## src/design/frc_pkg.sv

```systemverilog
/*
  Shared constants and types for the remote-register command interpreter.
  Assumes a 16-bit remote register word and an 8-word double-width station map.
*/
package frc_pkg;

  // Master-to-drive word indices.
  localparam logic [2:0] MONITOR_CODE_PAIR_IDX = 3'h0;
  localparam logic [2:0] DRIVE_COMMAND_VALUE_IDX = 3'h1;
  localparam logic [2:0] COMMAND_CODE_WORD_IDX = 3'h2;
  localparam logic [2:0] COMMAND_WRITE_DATA_IDX = 3'h3;
  localparam logic [2:0] MONITOR_CODE_THREE_IDX = 3'h4;
  localparam logic [2:0] MONITOR_CODE_FOUR_IDX = 3'h5;
  localparam logic [2:0] MONITOR_CODE_FIVE_IDX = 3'h6;
  localparam logic [2:0] MONITOR_CODE_SIX_IDX = 3'h7;

  // Drive-to-master word indices.
  localparam int unsigned RD_MONITOR_ONE_IDX = 0;
  localparam int unsigned RD_MONITOR_TWO_IDX = 1;
  localparam int unsigned RD_RESPONSE_IDX = 2;
  localparam int unsigned RD_READ_DATA_IDX = 3;
  localparam int unsigned RD_MONITOR_THREE_IDX = 4;
  localparam int unsigned NUM_WORDS = 8;
  localparam int unsigned NUM_MONITORS = 6;

  // Reset value of every register word.
  localparam logic [15:0] WORD_RESET = 16'h0000;

  // Response codes.
  localparam logic [15:0] RESP_OK = 16'h0000;
  localparam logic [15:0] RESP_WRITE_MODE_ERR = 16'h0001;
  localparam logic [15:0] RESP_SELECT_ERR = 16'h0002;
  localparam logic [15:0] RESP_RANGE_ERR = 16'h0003;

  // Command word field positions.
  localparam int unsigned CMD_GROUP_MSB = 15;
  localparam int unsigned CMD_GROUP_LSB = 8;
  localparam int unsigned CMD_WRITE_BIT = 7;
  localparam int unsigned CMD_NUMBER_MSB = 6;
  localparam logic [6:0] CMD_NUMBER_MAX = 7'h63;

  // Parameter group identifiers.
  localparam logic [7:0] GRP_FUNDAMENTAL = 8'h00;
  localparam logic [7:0] GRP_TERMINAL = 8'h01;
  localparam logic [7:0] GRP_CONTROL = 8'h02;
  localparam logic [7:0] GRP_MOTOR1 = 8'h03;
  localparam logic [7:0] GRP_HIGH_PERF = 8'h04;
  localparam logic [7:0] GRP_MOTOR23 = 8'h05;
  localparam logic [7:0] GRP_OPTION = 8'h06;
  localparam logic [7:0] GRP_COMM_CMD = 8'h07;
  localparam logic [7:0] GRP_COMM_MON = 8'h08;
  localparam logic [7:0] GRP_ELEVATOR = 8'h09;
  localparam logic [7:0] GRP_USER = 8'h0B;
  localparam logic [7:0] GRP_TERMINAL_EXT = 8'h1E;
  localparam logic [7:0] GRP_HIGH_PERF_EXT1 = 8'h1F;
  localparam logic [7:0] GRP_HIGH_PERF_EXT2 = 8'h20;
  localparam logic [7:0] GRP_MOTOR23_EXT = 8'h24;
  localparam logic [7:0] GRP_OPTION_EXT = 8'h25;
  localparam logic [7:0] GRP_USER_EXT = 8'h27;
  localparam logic [7:0] GRP_SAFETY = 8'h28;
  localparam logic [7:0] GRP_MONITOR_EXT1 = 8'h29;
  localparam logic [7:0] GRP_MONITOR_EXT2 = 8'h2A;

  // Command value limits and torque source value for link torque.
  localparam logic signed [15:0] CMD_VALUE_MAX = 16'sh4E20;
  localparam logic signed [15:0] CMD_VALUE_MIN = -16'sh4E20;
  localparam logic [7:0] TORQUE_SRC_LINK = 8'h04;

  // Decoded command word.
  typedef struct packed {
    logic [7:0] group;
    logic write;
    logic [6:0] number;
  } frc_cmd_fields_t;

  // Group classification.
  typedef struct packed {
    logic known;
    logic read_only;
    logic comm_cmd;
  } frc_group_class_t;

  // Request to the drive parameter store.
  typedef struct packed {
    frc_cmd_fields_t sel;
    logic [15:0] wdata;
  } frc_param_req_t;

  // Answer from the drive parameter store.
  typedef struct packed {
    logic exists;
    logic read_only;
    logic in_range;
    logic [15:0] rdata;
  } frc_param_resp_t;

  // Command value applied to the drive.
  typedef struct packed {
    logic torque_mode;
    logic signed [15:0] value;
  } frc_drive_cmd_t;

endpackage : frc_pkg

```

## src/design/frc_code_decode.sv

```systemverilog
/*
  Splits a command word into group, direction and number, and classifies the group.
  Purely combinational; assumes the caller registers whatever it needs.
*/
`timescale 1ns/1ps
module frc_code_decode
  import frc_pkg::*;
(
  // Command word.
  input wire logic [15:0] code_in,
  // Decoded fields and group class.
  output frc_cmd_fields_t fields_out,
  output frc_group_class_t class_out
);

  // Field split of the command word.
  // field split
  assign fields_out.group = code_in[CMD_GROUP_MSB:CMD_GROUP_LSB];
  assign fields_out.write = code_in[CMD_WRITE_BIT];
  assign fields_out.number = code_in[CMD_NUMBER_MSB:0];

  // Fixed group table; monitor and safety groups are read-only.
  always_comb begin
    class_out = '0;
    case (code_in[CMD_GROUP_MSB:CMD_GROUP_LSB])
      GRP_FUNDAMENTAL, GRP_TERMINAL, GRP_CONTROL, GRP_MOTOR1, GRP_HIGH_PERF,
      GRP_MOTOR23, GRP_OPTION, GRP_ELEVATOR, GRP_USER, GRP_TERMINAL_EXT,
      GRP_HIGH_PERF_EXT1, GRP_HIGH_PERF_EXT2, GRP_MOTOR23_EXT, GRP_OPTION_EXT,
      GRP_USER_EXT: begin
        class_out.known = 1'b1;
      end
      GRP_COMM_CMD: begin
        class_out.known = 1'b1;
        class_out.comm_cmd = 1'b1;
      end
      GRP_COMM_MON, GRP_MONITOR_EXT1, GRP_MONITOR_EXT2, GRP_SAFETY: begin
        class_out.known = 1'b1;
        class_out.read_only = 1'b1;
      end
      default: begin
        class_out = '0;
      end
    endcase
  end

endmodule : frc_code_decode

```

## src/design/frc_remote_cmd.sv

```systemverilog
/*
  Remote-register command interpreter for the double-width single-station mode.
  Assumes master words arrive as single-cycle word writes synchronous to core_clk_in,
  request bits are synchronous levels, and the drive answers parameter requests
  with a one-cycle acknowledge carrying existence, access and range flags.
*/
`timescale 1ns/1ps
module frc_remote_cmd
  import frc_pkg::*;
(
  // Clock and reset.
  input wire logic core_clk_in,
  input wire logic arst_n_in,
  // Master-to-drive word writes.
  input wire logic word_wr_in,
  input wire logic [2:0] word_idx_in,
  input wire logic [15:0] word_data_in,
  // Remote request bits and their done answers.
  input wire logic monitor_latch_request_in,
  input wire logic speed_apply_request_in,
  input wire logic command_execute_request_in,
  output logic speed_apply_done_out,
  output logic command_done_out,
  // Drive-to-master words.
  output logic [15:0] drive_to_master_word_out [NUM_WORDS],
  // Monitor selection and sampled values.
  output logic [7:0] monitor_code_out [NUM_MONITORS],
  input wire logic [15:0] monitor_value_in [NUM_MONITORS],
  // Drive state that gates parameter writes, and the torque source select.
  input wire logic drive_running_in,
  input wire logic nvm_busy_in,
  input wire logic tx_error_in,
  input wire logic loader_link_active_in,
  input wire logic edit_locked_in,
  input wire logic [7:0] torque_source_select_in,
  // Command value toward the drive.
  output frc_drive_cmd_t drive_cmd_out,
  output logic drive_cmd_apply_out,
  // Parameter store access (volatile memory only).
  output frc_param_req_t param_req_out,
  output logic param_req_valid_out,
  input wire logic param_ack_in,
  input wire frc_param_resp_t param_resp_in
);

  // Command state machine.
  typedef enum logic [3:0] {
    ST_IDLE = 4'b0001,
    ST_CHECK = 4'b0010,
    ST_ACCESS = 4'b0100,
    ST_DONE = 4'b1000
  } frc_state_t;

  // Master-written words.
  logic [15:0] master_to_drive_word_reg [NUM_WORDS];
  // Edge history of the request bits.
  logic monitor_req_prev_reg;
  logic speed_req_prev_reg;
  logic cmd_req_prev_reg;
  // Command tracking.
  frc_state_t state_reg;
  frc_state_t state_next;
  frc_cmd_fields_t fields;
  frc_group_class_t group_class;
  logic [15:0] response_code_reg;
  logic [15:0] read_data_reg;
  logic [15:0] monitor_hold_reg [NUM_MONITORS];
  logic speed_apply_done_reg;
  logic speed_pending_reg;
  logic [15:0] code_latched_reg;
  logic [15:0] wdata_latched_reg;
  logic monitor_latch_rise;
  logic speed_apply_rise;
  logic cmd_exec_rise;
  logic write_blocked;

  // Clamps a signed command value into the legal span.
  function automatic logic signed [15:0] clamp_cmd(input logic signed [15:0] v);
    if (v > CMD_VALUE_MAX) begin
      return CMD_VALUE_MAX;
    end else if (v < CMD_VALUE_MIN) begin
      return CMD_VALUE_MIN;
    end
    return v;
  endfunction : clamp_cmd

  // Rising edge of a request level against its previous sample.
  function automatic logic rise(input logic now, input logic prev);
    return now & ~prev;
  endfunction : rise

  // Decoder for the latched command word.
  frc_code_decode u_decode (
    .code_in(code_latched_reg),
    .fields_out(fields),
    .class_out(group_class)
  );

  // Request edges.
  assign monitor_latch_rise = rise(monitor_latch_request_in, monitor_req_prev_reg);
  assign speed_apply_rise = rise(speed_apply_request_in, speed_req_prev_reg);
  assign cmd_exec_rise = rise(command_execute_request_in, cmd_req_prev_reg);

  // Request history.
  always_ff @(posedge core_clk_in or negedge arst_n_in) begin
    if (!arst_n_in) begin
      monitor_req_prev_reg <= 1'b0;
      speed_req_prev_reg <= 1'b0;
      cmd_req_prev_reg <= 1'b0;
    end else begin
      monitor_req_prev_reg <= monitor_latch_request_in;
      speed_req_prev_reg <= speed_apply_request_in;
      cmd_req_prev_reg <= command_execute_request_in;
    end
  end

  // Master word storage; the master owns these words outright.
  always_ff @(posedge core_clk_in or negedge arst_n_in) begin
    if (!arst_n_in) begin
      for (int i = 0; i < NUM_WORDS; i++) begin
        master_to_drive_word_reg[i] <= WORD_RESET;
      end
    end else if (word_wr_in) begin
      master_to_drive_word_reg[word_idx_in] <= word_data_in;
    end
  end

  // Monitor code selection toward the drive.
  always_comb begin
    monitor_code_out[0] = master_to_drive_word_reg[MONITOR_CODE_PAIR_IDX][7:0];
    monitor_code_out[1] = master_to_drive_word_reg[MONITOR_CODE_PAIR_IDX][15:8];
    monitor_code_out[2] = master_to_drive_word_reg[MONITOR_CODE_THREE_IDX][7:0];
    monitor_code_out[3] = master_to_drive_word_reg[MONITOR_CODE_FOUR_IDX][7:0];
    monitor_code_out[4] = master_to_drive_word_reg[MONITOR_CODE_FIVE_IDX][7:0];
    monitor_code_out[5] = master_to_drive_word_reg[MONITOR_CODE_SIX_IDX][7:0];
  end

  // Monitor latch: values are captured on the rising edge of the request.
  always_ff @(posedge core_clk_in or negedge arst_n_in) begin
    if (!arst_n_in) begin
      for (int i = 0; i < NUM_MONITORS; i++) begin
        monitor_hold_reg[i] <= WORD_RESET;
      end
    end else if (monitor_latch_rise) begin
      for (int i = 0; i < NUM_MONITORS; i++) begin
        monitor_hold_reg[i] <= monitor_value_in[i];
      end
    end
  end

  // Speed or torque command apply and its done bit.
  always_ff @(posedge core_clk_in or negedge arst_n_in) begin
    if (!arst_n_in) begin
      drive_cmd_out <= '0;
      drive_cmd_apply_out <= 1'b0;
      speed_pending_reg <= 1'b0;
      speed_apply_done_reg <= 1'b0;
    end else begin
      drive_cmd_apply_out <= 1'b0;
      if (speed_apply_rise) begin
        drive_cmd_out.value <= clamp_cmd(master_to_drive_word_reg[DRIVE_COMMAND_VALUE_IDX]);
        drive_cmd_out.torque_mode <= (torque_source_select_in == TORQUE_SRC_LINK);
        drive_cmd_apply_out <= 1'b1;
        speed_pending_reg <= 1'b1;
      end else if (speed_pending_reg) begin
        speed_pending_reg <= 1'b0;
        speed_apply_done_reg <= speed_apply_request_in;
      end else if (!speed_apply_request_in) begin
        speed_apply_done_reg <= 1'b0;
      end
    end
  end

  assign speed_apply_done_out = speed_apply_done_reg;

  // Write is refused while the drive cannot accept edits.
  // write mode gating
  assign write_blocked = drive_running_in | nvm_busy_in | tx_error_in | edit_locked_in
                       | (loader_link_active_in & group_class.comm_cmd);

  // Command state transitions.
  always_comb begin
    state_next = state_reg;
    case (state_reg)
      ST_IDLE: begin
        if (cmd_exec_rise) begin
          state_next = ST_CHECK;
        end
      end
      ST_CHECK: begin
        if (!group_class.known || fields.number > CMD_NUMBER_MAX
            || (fields.write && (group_class.read_only || write_blocked))) begin
          state_next = ST_DONE;
        end else begin
          state_next = ST_ACCESS;
        end
      end
      ST_ACCESS: begin
        if (param_ack_in) begin
          state_next = ST_DONE;
        end
      end
      ST_DONE: begin
        if (!command_execute_request_in) begin
          state_next = ST_IDLE;
        end
      end
      default: begin
        state_next = ST_IDLE;
      end
    endcase
  end

  // State register.
  always_ff @(posedge core_clk_in or negedge arst_n_in) begin
    if (!arst_n_in) begin
      state_reg <= ST_IDLE;
    end else begin
      state_reg <= state_next;
    end
  end

  // Command and data are frozen when execution starts.
  always_ff @(posedge core_clk_in or negedge arst_n_in) begin
    if (!arst_n_in) begin
      code_latched_reg <= WORD_RESET;
      wdata_latched_reg <= WORD_RESET;
    end else if (state_reg == ST_IDLE && cmd_exec_rise) begin
      code_latched_reg <= master_to_drive_word_reg[COMMAND_CODE_WORD_IDX];
      wdata_latched_reg <= master_to_drive_word_reg[COMMAND_WRITE_DATA_IDX];
    end
  end

  // Parameter store request; the store holds written data in volatile memory only.
  always_comb begin
    param_req_out.sel = fields;
    param_req_out.wdata = wdata_latched_reg;
    param_req_valid_out = (state_reg == ST_ACCESS);
  end

  // Response code and read data.
  always_ff @(posedge core_clk_in or negedge arst_n_in) begin
    if (!arst_n_in) begin
      response_code_reg <= RESP_OK;
      read_data_reg <= WORD_RESET;
    end else if (state_reg == ST_CHECK) begin
      if (!group_class.known || fields.number > CMD_NUMBER_MAX) begin
        response_code_reg <= RESP_SELECT_ERR;
      end else if (fields.write && group_class.read_only) begin
        response_code_reg <= RESP_SELECT_ERR;
      end else if (fields.write && write_blocked) begin
        response_code_reg <= RESP_WRITE_MODE_ERR;
      end
    end else if (state_reg == ST_ACCESS && param_ack_in) begin
      if (!param_resp_in.exists || (fields.write && param_resp_in.read_only)) begin
        response_code_reg <= RESP_SELECT_ERR;
      end else if (fields.write && !param_resp_in.in_range) begin
        response_code_reg <= RESP_RANGE_ERR;
      end else begin
        response_code_reg <= RESP_OK;
        if (!fields.write) begin
          read_data_reg <= param_resp_in.rdata;
        end
      end
    end
  end

  // Command done holds while the request stays high.
  // done handshake
  assign command_done_out = (state_reg == ST_DONE) & ~cmd_exec_rise;

  // Drive-to-master word map.
  always_comb begin
    drive_to_master_word_out[RD_MONITOR_ONE_IDX] = monitor_hold_reg[0];
    drive_to_master_word_out[RD_MONITOR_TWO_IDX] = monitor_hold_reg[1];
    drive_to_master_word_out[RD_RESPONSE_IDX] = response_code_reg;
    drive_to_master_word_out[RD_READ_DATA_IDX] = read_data_reg;
    for (int i = 2; i < NUM_MONITORS; i++) begin
      drive_to_master_word_out[RD_MONITOR_THREE_IDX + i - 2] = monitor_hold_reg[i];
    end
  end

endmodule : frc_remote_cmd

```

## config.mk

```make
export PLATFORM = sky130hd
export DESIGN_NAME = frc_remote_cmd
export DESIGN_NICKNAME = d
export VERILOG_FILES = /design/src/design/frc_pkg.sv /design/src/design/frc_code_decode.sv /design/src/design/frc_remote_cmd.sv
export SDC_FILE = /design/constraint.sdc
export NUM_CORES = 1
export LEC_CHECK = 0
export BUFFER_PORTS_ARGS = -buffer_cell sky130_fd_sc_hd__buf_4
export CAP_MARGIN = 20
export CORE_MARGIN = 2
export CORE_UTILIZATION = 50
export DETAILED_ROUTE_END_ITERATION = 8
export PLACE_DENSITY = 0.91
export SYNTH_ARGS = -nofsm -noshare
export SYNTH_HDL_FRONTEND = slang
export SYNTH_SLANG_ARGS = --single-unit
export TNS_END_PERCENT = 100
```

## constraint.sdc

```tcl
create_clock -name core_clk_in -period 2.08 [get_ports core_clk_in]
set_clock_uncertainty 0.2 [all_clocks]
set_input_delay 0.416 -clock core_clk_in [delete_from_list [all_inputs] [get_ports core_clk_in]]
set_output_delay 0.416 -clock core_clk_in [all_outputs]
set_load 0.05 [all_outputs]
```

[Word-level counts from Yosys, hierarchy flattened]
Cells that the tools add are included.
Word-level totals
  output and inout port bits: 229
  register bits after elaboration: 314
  bits of input ports: 154
Cells by class
  bitwise operators: 19
  reduce and logical (&&, ||, !) cells: 23
  order comparisons: 5
  muxes and demuxes: 27
  equality and inequality tests: 29
Operators by type and width (number)
  $mux W16: 9
  $bwmux W128: 1
  $eq A8 B6 Y1 const B: 7
  $demux W16 S3: 1
  $eq A8 B3 Y1 const B: 5
  $eq A8 B4 Y1 const B: 3
  $reduce_or A20 Y1: 1
  $eq A8 B2 Y1 const B: 2
  $eq A8 B5 Y1 const B: 2
  $gt A16 B16 Y1 const B: 1
  $lt A16 B16 Y1 const B: 1
  $mux W4: 4
  $pmux W4 S4: 1
  $mux W1: 9
  $not A1 Y1: 9
  $eq A8 B1 Y1 const B: 1
  $logic_and A1 B1 Y1: 8
  $logic_not A8 Y1: 1
  $gt A7 B7 Y1 const B: 1
  $and A1 B1 Y1: 5
  $reduce_and A5 Y1: 1
  $eq A4 B1 Y1 const B: 1
  $eq A4 B2 Y1 const B: 1
  $eq A4 B3 Y1 const B: 1
  15 further kinds: 27

[Logic depth before layout (Yosys ltp)]
Gate-level depths: netlist of run 1.
  depth after elaboration: 9
  depth in mapped cells: 6
  depth with buffers taken out: 5

[Cells and area by module]
From an unflattened synthesis of run 1, not the netlist that was laid out.
Unflattened totals
  cells, all modules: 744
  area total of the unflattened synthesis: 11075.6 sq um
By module, submodules not included
  frc_remote_cmd: instances 1, cells an instance 713, sequential area each 6707.7 sq um, area an instance 10842.9 sq um
  frc_code_decode: instances 1, cells an instance 31, sequential area each 0.0 sq um, area an instance 232.7 sq um

[Least setup slack after synthesis of run 1]
OpenSTA, ideal clock, no wires.
  path type: register to output
  start point: register state_reg[3]
  end point: output port command_done_out
  cell stages (with the launch flop): 4
  buffers on the path: 1
  data arrival time: 2.171 ns
  path slack: -0.707 ns
  cell sequence: dfrtp_1 > clkbuf_1 > nand2b_1 > nor4_1
Between the ends
  word-level cells in the longest chain between the ends: 2
RTL lines
  start, declared: line frc_remote_cmd.sv:61  | frc_state_t state_reg;
  start signal, assigned: line frc_remote_cmd.sv:219  | state_reg <= state_next;
  $eq A4 B4 Y1: line frc_remote_cmd.sv:270  | assign command_done_out = (state_reg == ST_DONE) & ~cmd_exec_rise;
  $and A1 B1 Y1: line frc_remote_cmd.sv:270
  end, declared: line frc_remote_cmd.sv:23  | output logic command_done_out,
Every way passes these cells.

[Worst setup path after layout of run 1]
  start point: register cmd_req_prev_reg
  end point: output port command_done_out
Between the ends
  word-level cells in the longest chain between the ends: 4
RTL lines
  start, declared: line frc_remote_cmd.sv:59  | logic cmd_req_prev_reg;
  start signal, assigned: line frc_remote_cmd.sv:113  | cmd_req_prev_reg <= command_execute_request_in;
  $not A1 Y1: line frc_remote_cmd.sv:89  | return now & ~prev;
  $and A1 B1 Y1: line frc_remote_cmd.sv:89
  $not A1 Y1: line frc_remote_cmd.sv:270
  $and A1 B1 Y1: line frc_remote_cmd.sv:270
Every way passes these cells.

==> metrics.md, run 1 <==
| Metric | Value |
|---|---|
| RSZ-0062 raised after global routing | true |
| MaxCap Viol Count | 0 |
| Max reg flops | 96 |
| Die area | 0.0234 sq mm |
| CTS Buf Count | 28 |
| Core footprint | 0.0218 sq mm |
| Crit share post-route | 104% |
| Most common cell in the netlist | dfrtp_1 |
| Yosys top cell by area | dfrtp_1 |
| Netlist area before placement | 0.0111 sq mm |
| RR Startpoint | state_reg[0] |
| Die height | 153 um |
| Post-placement cell count | 1326 |
| Pre-CTS WS | 0.00729 ns |
| Remaining Overflow, GRT | 0 |
| Synth async-reset ratio | 100% |
| Post-synthesis average cell area | 15.2 sq um |
| Number of global-route vias before repair | 8939 |
| Critical Path RT | 1.46 ns |
| Routed vias | 8152 |
| DR pass1 iterations | 5 |
| CTS tree | done |
| Pwr/cell area | 1220 mW/mm^2 |
| Synth area leaders | dfrtp_1 60%, mux2_2 21%, mux2_4 5.3% |
| Fin worst setup slack | -0.0878 ns |
| Crit path DAT | 1.55 ns |
| Global-route wire length before repair | 52900 um |
| Maximum clock path buffer count | 3 |
| Number of register bits inferred by synthesis | 268 |
| Drt wl/cell | 22.8 um |
| Setup violations, final | 2 |
| Max Fanout on Critical Path | 2 |
| Vias per std cell | 5.33 |
| Cell chain of the critical path | and2b_2 -> buf_6 -> nor4_4 -> buf_6 |
| Slowest cell on crit path | dfrtp_1 |
| Post-route minimum period | 2.17 ns |
| All-layer global routing usage | 29.2% |
| Fill cell count | 1252 |
| Post-synth EDFFs | 0 |
| Slew HR | 62.9% |
| Startpoint types | flip-flop |
| DRC violation count after routing | 0 |
| Hold slack final | 0.0271 ns |
| Layout cell share with drive strength beyond 1 | 57.1% |
| Hold Path End | master_to_drive_word_reg[100] |
| Status | finished, violations left |
| Fmax | 461 MHz |
| Post-synthesis sequential area ratio | 60.6% |
| Antenna violations before repair | 10 |
| Hold Path Class | in2reg |
| Placer Congestion | 0.838 |
| Fin. max-slew vios | 0 |
| Unique masters post-synth | 53 |
| H-Tree Depth | 1 |
| Worst setup EP type | primary output |
| Die Wd | 153 um |
| Reg2Reg Depth | 7 |
| Peak supply drop | 0.00101 V |
| Final Non-Filler Cells | 1530 |
| Synth top cells by count | 267 x dfrtp_1, 202 x mux2_2, 65 x buf_4 |
| Violated checks | negative setup slack |
| Num rows | 54 |
| # IOs | 383 |
| Reg2reg end | read_data_reg[2] |
| YS warnings | 0 |
| Placed wire-length estimate after detailed placement | 20900 um |
| CTS sink cnt | 268 |
| Largest net degree at the start of global routing | 56 |
| Clock transition at path regs | 0.06 ns |
| Synth Flop Type | dfrtp_1 |
| Crit Path Class | reg2out |
| R2r setup slk | 0.06 ns |
| Root Driver | clkbuf_16 |
| Iteration-0 DRC count of the detailed router | 431 |
| Crit-path most repeated cell | buf_6 |
| Hold Path Stages | 2 |
| Pleak | 7.84 nW |
| Slew at the pin closest to its max-slew limit | 0.554 ns |
| Port bufs | 368 |
| Top-area cell type share of the netlist area | 60.3% |
| Fin nets | 1372 |
| Slowest stage delay, CP | 0.31 ns |
| Starting Density | 50.9% |
| Final Hold Fails | 0 |
| Hold Path Origin | word_data_in[4] |
| Synth-to-layout area growth | 47.8% |
| Synthesized instance count | 730 |
| Setup TNS | -0.102 ns |
| Clk Latency, worst-skew pair | 0.54 ns |
| Final wirelength | 34900 um |
| Antenna viol nets, final | 0 |
[worst max-delay path, delay by kind of cell, from the launching register on]
| family | cells | cell delay, ns |
|---|---|---|
| DFF | 1 | 0.31 |
| buffers and inverters | 2 | 0.34 |
| and+or+nand+nor | 2 | 0.37 |
[power by group]
part | switching, W | leakage, nW | internal, W
sequential | 0.000915 | 3.23 | 0.00635
combinational | 0.00476 | 4.14 | 0.00283
clock | 0.00210 | 0.466 | 0.00304
total | 0.00778 | 7.84 | 0.0122
[per-layer routing]
metal / wire length (um) / track usage (%) / up-vias
li1: - / - / 3502
met1: 12500 / 33.1 / 4163
met2: 18300 / 51.8 / 372
met3: 2420 / 6.75 / 115
met4: 1750 / 14.4 / 0
met5: 0 / 0 / -
[per-stage QoR]
step / utilization (%) / total power [W] / cell area, sq um
4_1_cts: 74.9 / 0.0199 / 16300
3_5_place_dp: 64.1 / 0.0145 / 13900
6_report: 75.2 / 0.0200 / 16400
2_1_floorplan: - / 0.0124 / 11200
5_1_grt: 75.2 / 0.0207 / 16400
3_3_place_gp: 64.1 / 0.0143 / 13900
[layout by cell type (no fill, tap or decap), types with 6 or more instances in the layout]
cell type      instances
a21oi_1                6
buf_12                11
buf_4                382
clkbuf_16             30
clkbuf_8               7
conb_1                14
dfrtp_1              264
diode_2               11
dlygate4sd3_1        134
mux2_2               202
mux2_4                39
nand2_1               18
nor2_1                17
o21ai_0               12
[timing repair]
action	CTS	global route
pin swaps	1	1
endpoints found under the hold margin	373	0
setup buffers	5	3
hold buffers	134	0
endpoints found under the setup margin	2	42
cloned	0	1
gates resized for setup	7	3
[layout make-up]
| cell class | count | area [sq um] | share of cell area, % |
|---|---|---|---|
| Multi-Input combinational cell | 382 | 3790 | 23.2 |
| Timing Repair Buffer | 534 | 4530 | 27.6 |
| Clock inverter | 10 | 109 | 0.665 |
| Tap cell | 280 | 350 | 2.14 |
| Inverter | 4 | 15.0 | 0.0917 |
| Sequential cell | 268 | 6710 | 41.0 |
| Clock buffer | 41 | 841 | 5.14 |
| Antenna cell | 11 | 27.5 | 0.168 |
[logic make-up after synthesis]
logic type,after synthesis,share of synthesized area (%)
AOI/OAI and AO/OA,39,2.40
buffers and inverters,93,6.03
DFF,268,60.6
muxes,243,26.0
other,1,0.0339
and+or+nand+nor,86,4.95
[worst max-delay path by stage]
stage                               start                    end  slack [ns]  depth (start not counted)
2_1_floorplan                state_reg[3]      read_data_reg[10]       -0.03                          5
3_3_place_gp   command_execute_request_in  wdata_latched_reg[12]        0.01                          6
3_5_place_dp   command_execute_request_in  wdata_latched_reg[14]       0.007                          6
4_1_cts                  cmd_req_prev_reg       command_done_out       -0.12                          4
5_1_grt                  cmd_req_prev_reg       command_done_out       -0.16                          4
6_report                 cmd_req_prev_reg       command_done_out       -0.09                          4
(Power assumes the default switching activity.)
==> run 2, diff against run 1 <==
--- a/config.mk
+++ b/config.mk
@@ -5,12 +5,13 @@
 export SDC_FILE = /design/constraint.sdc
 export NUM_CORES = 1
 export LEC_CHECK = 0
+export ABC_AREA = 1
 export BUFFER_PORTS_ARGS = -buffer_cell sky130_fd_sc_hd__buf_4
 export CAP_MARGIN = 20
 export CORE_MARGIN = 2
 export CORE_UTILIZATION = 50
 export DETAILED_ROUTE_END_ITERATION = 8
-export PLACE_DENSITY = 0.91
+export PLACE_DENSITY_LB_ADDON = 0.2
 export SYNTH_ARGS = -nofsm -noshare
 export SYNTH_HDL_FRONTEND = slang
 export SYNTH_SLANG_ARGS = --single-unit
==> run 2 against run 1 <==
  * The run now ends clean
  * Fmax increased by 4.6%
  * Synthesized cell count is 39% higher
  * Sequential share of layout area is 1.5 points higher
  * Largest cell class unchanged
  * Largest power group unchanged
==> metrics.md, run 2 <==
| Metric | Value |
|---|---|
| Status | complete, no violations |
| Setup TNS | 0 ns (+0.102 ns) |
| Largest family of logic cells by synthesized area | simple AND/OR/NAND/NOR gates |
| R2r setup slk | 0.10 ns (+0.04 ns) |
| Crit-path most repeated cell | nor2_2 |
| Synth-to-layout area growth | 45.4% |
| Placer Congestion | 0.808 (-3.6%) |
| Drt wl/cell | 18.3 um (-20%) |
| Max Fanout on Critical Path | 2 (unchanged) |
| Layout cell share with drive strength beyond 1 | 37.5% (-20 points) |
| Post-layout util | 74.6% (-0.66 points) |
| Final Hold Fails | 0 (unchanged) |
| Mux cell area share after synthesis | 9.96% (-16 points) |
| DR pass1 iterations | 5 (unchanged) |
| Slew HR | 57.5% (-5.4 points) |
| Netlist area before placement | 0.0109 sq mm (-2.0%) |
| Synth async-reset ratio | 100% (unchanged) |
| Pwr/cell area | 1230 mW/mm^2 (+0.31%) |
| Reg2Reg Depth | 6 (-1) |
| Reg2reg end | response_code_reg[0] |
| Maximum clock path buffer count | 3 (unchanged) |
| H-Tree Depth | 1 (unchanged) |
| Met2 WL | 16400 um (-10%) |
| Top-area cell type share of the netlist area | 61.6% (+1.2 points) |
| Routed vias | 8761 (+7.5%) |
| Crit share post-route | 99.6% (-4.6 points) |
| Vias per std cell | 4.97 (-6.7%) |
| Post-placement cell count | 1595 (+20%) |
| Synth top cells by count | 267 x dfrtp_1, 265 x nand2_1, 107 x o21ai_0 |
| Core footprint | 0.0212 sq mm (-2.8%) |
| Largest net degree at the start of global routing | 54 (-3.6%) |
| Slew at the pin closest to its max-slew limit | 0.633 ns (+0.0789 ns) |
| CTS tree | done |
| Post-route minimum period | 2.07 ns (-0.0962 ns) |
| Commonest non-fill, non-tap cells in the layout | 380 x buf_4, 267 x dfrtp_1, 264 x nand2_1, 117 x dlygate4sd3_1, 107 x o21ai_0 |
| Root Driver | clkbuf_16 |
| Global-route wire length before repair | 48100 um (-9.0%) |
| Cell chain of the critical path | nor2_2 -> nand3_2 -> nor2_2 -> buf_6 |
| Fmax | 483 MHz (+4.6%) |
| RR Startpoint | state_reg[2] |
| CTS Buf Count | 28 (unchanged) |
| RSZ-0062 raised after global routing | true |
| Remaining Overflow, GRT | 0 (unchanged) |
| Xor and xnor area share after synthesis | 0% (unchanged) |
| Num rows | 53 (-1.9%) |
| Setup violations, final | 0 (-2) |
| Hold Path Origin | word_data_in[15] |
| Fin nets | 1622 (+18%) |
| Post-synth EDFFs | 0 (unchanged) |
| Iteration-0 DRC count of the detailed router | 537 (+25%) |
| Die height | 151 um (-0.97%) |
| Fin worst setup slack | 0.00833 ns (+0.0962 ns) |
| Yosys top cell by area | dfrtp_1 |
| Peak supply drop | 0.000836 V (-17%) |
| # IOs | 383 (unchanged) |
| Synth area leaders | dfrtp_1 62%, mux2_2 10%, nand2_1 9.2% |
| Hold slack final | 0.0374 ns (+0.0103 ns) |
| Hold Path End | master_to_drive_word_reg[95] |
| Critical Path RT | 1.46 ns (about the same) |
| Antenna viol nets, final | 0 (unchanged) |
| Met1 WL | 12300 um (-1.2%) |
| Met3 WL | 2530 um (+4.7%) |
| Most common cell in the netlist | dfrtp_1 |
| Post-Synth Simple-Gate Area | 13.0% (+8.1 points) |
| Worst setup EP type | primary output |
| Synth Flop Type | dfrtp_1 |
| Pre-CTS WS | 0.304 ns (+0.297 ns) |
| Placed wire-length estimate after detailed placement | 20600 um (-1.4%) |
| Slowest stage delay, CP | 0.39 ns (+0.08 ns) |
| Synth Area in Compound Gates | 6.93% (+4.5 points) |
| YS warnings | 0 (unchanged) |
| Post-synthesis average cell area | 10.7 sq um (-30%) |
| Startpoint types | flip-flop |
| Fin. max-slew vios | 0 (unchanged) |
| CTS sink cnt | 268 (unchanged) |
| Port bufs | 368 (unchanged) |
| Post-synthesis sequential area ratio | 61.8% (+1.2 points) |
| Ant diodes | 0 (-11) |
| Pleak | 7.97 nW (+1.6%) |
| Starting Density | 51.3% (+0.41 points) |
| Crit path DAT | 1.46 ns (-0.09 ns) |
| Adder-cell share of the synthesized area | 0% (unchanged) |
| All-layer global routing usage | 27.2% (-1.9 points) |
| Die area | 0.0229 sq mm (-1.9%) |
| Clock transition at path regs | 0.06 ns (about the same) |
| Max reg flops | 96 (unchanged) |
| Highest Signal Layer | met4 |
| Unique masters post-synth | 30 (-43%) |
| Slowest cell on crit path | dfrtp_1 |
| Final Non-Filler Cells | 1762 (+15%) |
| DRC violation count after routing | 0 (unchanged) |
| Hold Path Class | in2reg |
| Final wirelength | 32200 um (-7.8%) |
| Commonest non-fill, non-tap cell in the layout | buf_4 |
| MaxCap Viol Count | 0 (unchanged) |
| Die Wd | 151 um (-0.97%) |
| Crit Path Class | reg2out |
| Antenna violations before repair | 0 (-10) |
| Number of register bits inferred by synthesis | 268 (unchanged) |
| Number of global-route vias before repair | 8966 (+0.30%) |
| Hold Path Stages | 3 (+1) |
| Synthesized instance count | 1016 (+39%) |
| Clk Latency, worst-skew pair | 0.53 ns (about the same) |
[run 2: cell types whose count changed after synthesis, sizes merged, moves of 3 or more]
| cell | previous run | this run |
|---|---|---|
| nand3 | 3 | 23 |
| nand4b | 5 | 0 |
| a21oi | 6 | 11 |
| nor2b | 5 | 0 |
| nor4 | 4 | 1 |
| inv | 3 | 64 |
| a22o | 5 | 0 |
| nand2 | 18 | 267 |
| o21ai | 12 | 122 |
| nand2b | 7 | 0 |
| clkbuf | 5 | 17 |
| nor2 | 18 | 45 |
| mux2 | 241 | 96 |
[run 2: timing repair]
action / 4_1_cts / 5_1_grt
resized for setup: 7 / 2
endpoints found under the hold margin: 206 / 0
hold buffers: 117 / 0
pin swaps: 1 / 0
setup buffers: 1 / 0
setup endpoints to repair: 2 / 2
[run 2: kinds of logic after synthesis]
| group | after synthesis |
|---|---|
| AND/OR/NAND/NOR | 351 |
| flip-flops | 268 |
| buffers and inverters | 164 |
| AO/OA/AOI/OAI | 136 |
| multiplexers | 96 |
| other | 1 |
[run 2: report_power, final]
group          internal [W]  switching [W]
clock network       0.00303        0.00201
logic               0.00226        0.00495
registers           0.00631       0.000780
[run 2: final cells by class]
class | count | area (sq um)
Inverter | 65 | 246
Tap cell | 275 | 344
Clock inverter | 7 | 87.6
Clock buffer | 42 | 845
Multi-Input combinational cell | 597 | 3320
Fill cell | 1382 | 5380
Timing Repair Buffer | 508 | 4230
Sequential cell | 268 | 6710
[run 2: metrics by stage]
step / cell area [sq um] / power [W]
after CTS: 15800 / 0.0193
after global routing: 15800 / 0.0202
after detailed placement: 13600 / 0.0141
final: 15800 / 0.0193
after floorplan: 10900 / 0.0119
after global placement: 13600 / 0.0140
[run 2: worst max path at each step]
stage	cells after the start	endpoint	slack, ns	startpoint
floorplan	8	read_data_reg[11]	0.16	state_reg[0]
global placement	6	read_data_reg[15]	0.37	param_resp_in[17]
detailed placement	6	read_data_reg[15]	0.30	param_resp_in[17]
CTS	4	command_done_out	-0.003	state_reg[0]
global route	4	command_done_out	-0.06	state_reg[1]
finish	4	command_done_out	0.008	state_reg[1]
[run 2: routing by layer]
metal	track usage, %	up-vias
met2	47.6	378
li1	-	4106
met1	33.5	4205
met3	5.93	72
met4	9.25	0
met5	0	-
[run 2: worst max-delay path, delay by kind of cell, from the launching register on]
kind	cells	cell delay (ns)
buf+inv	1	0.17
simple gates	3	0.37
flops	1	0.39
==> run 3, diff against run 2 <==
--- a/config.mk
+++ b/config.mk
@@ -5,13 +5,14 @@
 export SDC_FILE = /design/constraint.sdc
 export NUM_CORES = 1
 export LEC_CHECK = 0
-export ABC_AREA = 1
+export ABC_CLOCK_PERIOD_IN_PS = 2080
 export BUFFER_PORTS_ARGS = -buffer_cell sky130_fd_sc_hd__buf_4
 export CAP_MARGIN = 20
 export CORE_MARGIN = 2
 export CORE_UTILIZATION = 50
 export DETAILED_ROUTE_END_ITERATION = 8
 export PLACE_DENSITY_LB_ADDON = 0.2
+export SKIP_CTS_REPAIR_TIMING = 1
 export SYNTH_ARGS = -nofsm -noshare
 export SYNTH_HDL_FRONTEND = slang
 export SYNTH_SLANG_ARGS = --single-unit
==> run 3 against run 2 <==
  * The flow now finishes with violations (negative setup slack)
  * Clock power is 1% lower
  * Design area up 3.3%
  * Sequential share of layout area fell by 1.3 points
  * Register-to-register slack got worse by 0.20 ns
  * Global-route usage fell by 4.1 points
  * Hold slack worse by 0.026 ns
  * Combinational power grew 4.7%
  * Critical path depth grew 1
  * Critical endpoint is now param_req_valid_out
==> metrics.md, run 3 (synthesis results as in run 1) <==
| Metric | Value |
|---|---|
| Critical Path RT | 1.46 ns (about the same) |
| Root Driver | clkbuf_16 |
| DR pass1 iterations | 4 (-1) |
| Placer Congestion | 0.815 (+0.87%) |
| Hold slack final | 0.0117 ns (-0.0257 ns) |
| H-Tree Depth | 1 (unchanged) |
| Fin worst setup slack | -0.179 ns (-0.187 ns) |
| Slew HR | 59.7% (+2.2 points) |
| DRC violation count after routing | 0 (unchanged) |
| Final Non-Filler Cells | 1519 (-14%) |
| Fin nets | 1370 (-16%) |
| Num rows | 54 (+1.9%) |
| Total power draw | 0.0197 W (+2.0%) |
| Crit Path Class | reg2out |
| Largest net degree at the start of global routing | 62 (+15%) |
| Slew at the pin closest to its max-slew limit | 0.596 ns (-0.0364 ns) |
| Antenna violations before repair | 4 (+4) |
| Number of global-route vias before repair | 7473 (-17%) |
| Status | finished, violations left |
| Max reg flops | 96 (unchanged) |
| Drt wl/cell | 20.3 um (+11%) |
| Routed vias | 7763 (-11%) |
| Commonest non-fill, non-tap cells in the layout | 385 x buf_4, 264 x dfrtp_1, 202 x mux2_2, 129 x dlygate4sd3_1, 39 x mux2_4 |
| Port bufs | 368 (unchanged) |
| CTS sink cnt | 268 (unchanged) |
| Synth-to-layout area growth | 47.2% |
| RSZ-0062 raised after global routing | true |
| Global-route wire length before repair | 42900 um (-11%) |
| # IOs | 383 (unchanged) |
| Pleak | 7.83 nW (-1.7%) |
| Iteration-0 DRC count of the detailed router | 241 (-55%) |
| Final wirelength | 30900 um (-4.1%) |
| Remaining Overflow, GRT | 0 (unchanged) |
| Die Wd | 153 um (+0.98%) |
| RR Startpoint | cmd_req_prev_reg |
| Die height | 153 um (+0.98%) |
| Clk Latency, worst-skew pair | 0.53 ns (about the same) |
| Crit share post-route | 109% (+9.0 points) |
| Maximum clock path buffer count | 3 (unchanged) |
| Setup violations, final | 34 (+34) |
| Post-place instance area | 0.0139 sq mm (+2.1%) |
| MaxCap Viol Count | 0 (unchanged) |
| Placed wire-length estimate after detailed placement | 19800 um (-3.9%) |
| Hold Path Class | in2reg |
| Finished Cell Area | 0.0163 sq mm (+3.3%) |
| CTS tree | done |
| CTS Buf Count | 28 (unchanged) |
| Vias per std cell | 5.11 (+2.8%) |
| Antenna viol nets, final | 0 (unchanged) |
| Starting Density | 50.9% (-0.41 points) |
| Worst setup EP type | primary output |
| Fmax | 443 MHz (-8.3%) |
| Startpoint types | flip-flop |
| Layout cell share with drive strength beyond 1 | 57.1% (+20 points) |
| Max Fanout on Critical Path | 4 (+2) |
| Peak supply drop | 0.00113 V (+35%) |
| Final Hold Fails | 0 (unchanged) |
| Post-placement cell count | 1326 (-17%) |
| Post-route minimum period | 2.26 ns (+0.187 ns) |
| All-layer global routing usage | 23.1% (-4.1 points) |
| Die area | 0.0234 sq mm (+2.0%) |
| Worst Setup SP | state_reg[0] |
| Pwr/cell area | 1210 mW/mm^2 (-1.3%) |
| Crit path DAT | 1.64 ns (+0.18 ns) |
| Hold Path Origin | word_data_in[5] |
| Commonest non-fill, non-tap cell in the layout | buf_4 |
| Core footprint | 0.0218 sq mm (+2.8%) |
| Fin. max-slew vios | 0 (unchanged) |
| Clock transition at path regs | 0.06 ns (about the same) |
| Violated checks | negative setup slack |
==> run 3: cell types whose count changed in the layout (fill, tap and decap cells not counted), sizes merged, moves of 7 or more <==
cell | previous run | this run
o21ai | 122 | 12
dlygate4sd3 | 117 | 129
buf | 391 | 401
mux2 | 96 | 241
nand3 | 23 | 3
nand2b | 0 | 7
nand2 | 267 | 18
nor2 | 45 | 18
inv | 65 | 3
==> run 3: metal layers <==
layer	part of all wire (%)	global-route usage (%)	up-vias
met5	0	0	-
met3	6.3	6.04	62
met1	39	29.0	3910
met2	52	39.7	304
met4	2.6	6.66	0
li1	-	-	3487
==> run 3: critical path, cell delays in order, from the launching register on <==
cell and delay, ns:
dfstp_2 0.37, buf_6 0.11, nand2b_4 0.15, nor3_4 0.21, buf_6 0.13, buf_8 0.13
==> run 3: layout make-up <==
class / instances / area, sq um
flip-flops and latches: 268 / 6710
multi-input cells: 382 / 3780
clock inverters: 8 / 90.1
repair buffers: 532 / 4510
well taps: 280 / 350
clock buffers: 41 / 831
fillers: 1361 / 5460
diodes: 4 / 10.0
inverters: 4 / 15.0
==> run 3: through the flow <==
stage                     setup TNS (ns)  utilization (%)  setup slack, ns
after floorplan                   -0.267                -          -0.0267
after global routing               -4.80             74.9           -0.232
after detailed placement           -1.64             64.0          -0.0679
after global placement             -1.47             64.0          -0.0504
after CTS                         -0.504             68.2           -0.290
final                              -2.90             74.9           -0.179
==> run 3: worst paths after layout <==
kind,endpoint,slack [ns],cells past startpoint
setup / recovery,param_req_valid_out,-0.18,5
hold / removal,monitor_code_out[29],0.01,2
setup reg to reg,wdata_latched_reg[12],-0.10,7
hold reg to reg,drive_cmd_out[15],0.29,2
max in group asynchronous,monitor_code_out[4],0.83,3
min in group asynchronous,drive_to_master_word_out[7],0.19,2
==> run 3: where the power goes <==
group / leakage (nW) / internal, W / switching, W / total (W)
Clock: 0.459 / 0.00299 / 0.00198 / 0.00497
Sequential: 3.23 / 0.00635 / 0.000849 / 0.00720
Combinational: 4.14 / 0.00283 / 0.00472 / 0.00755
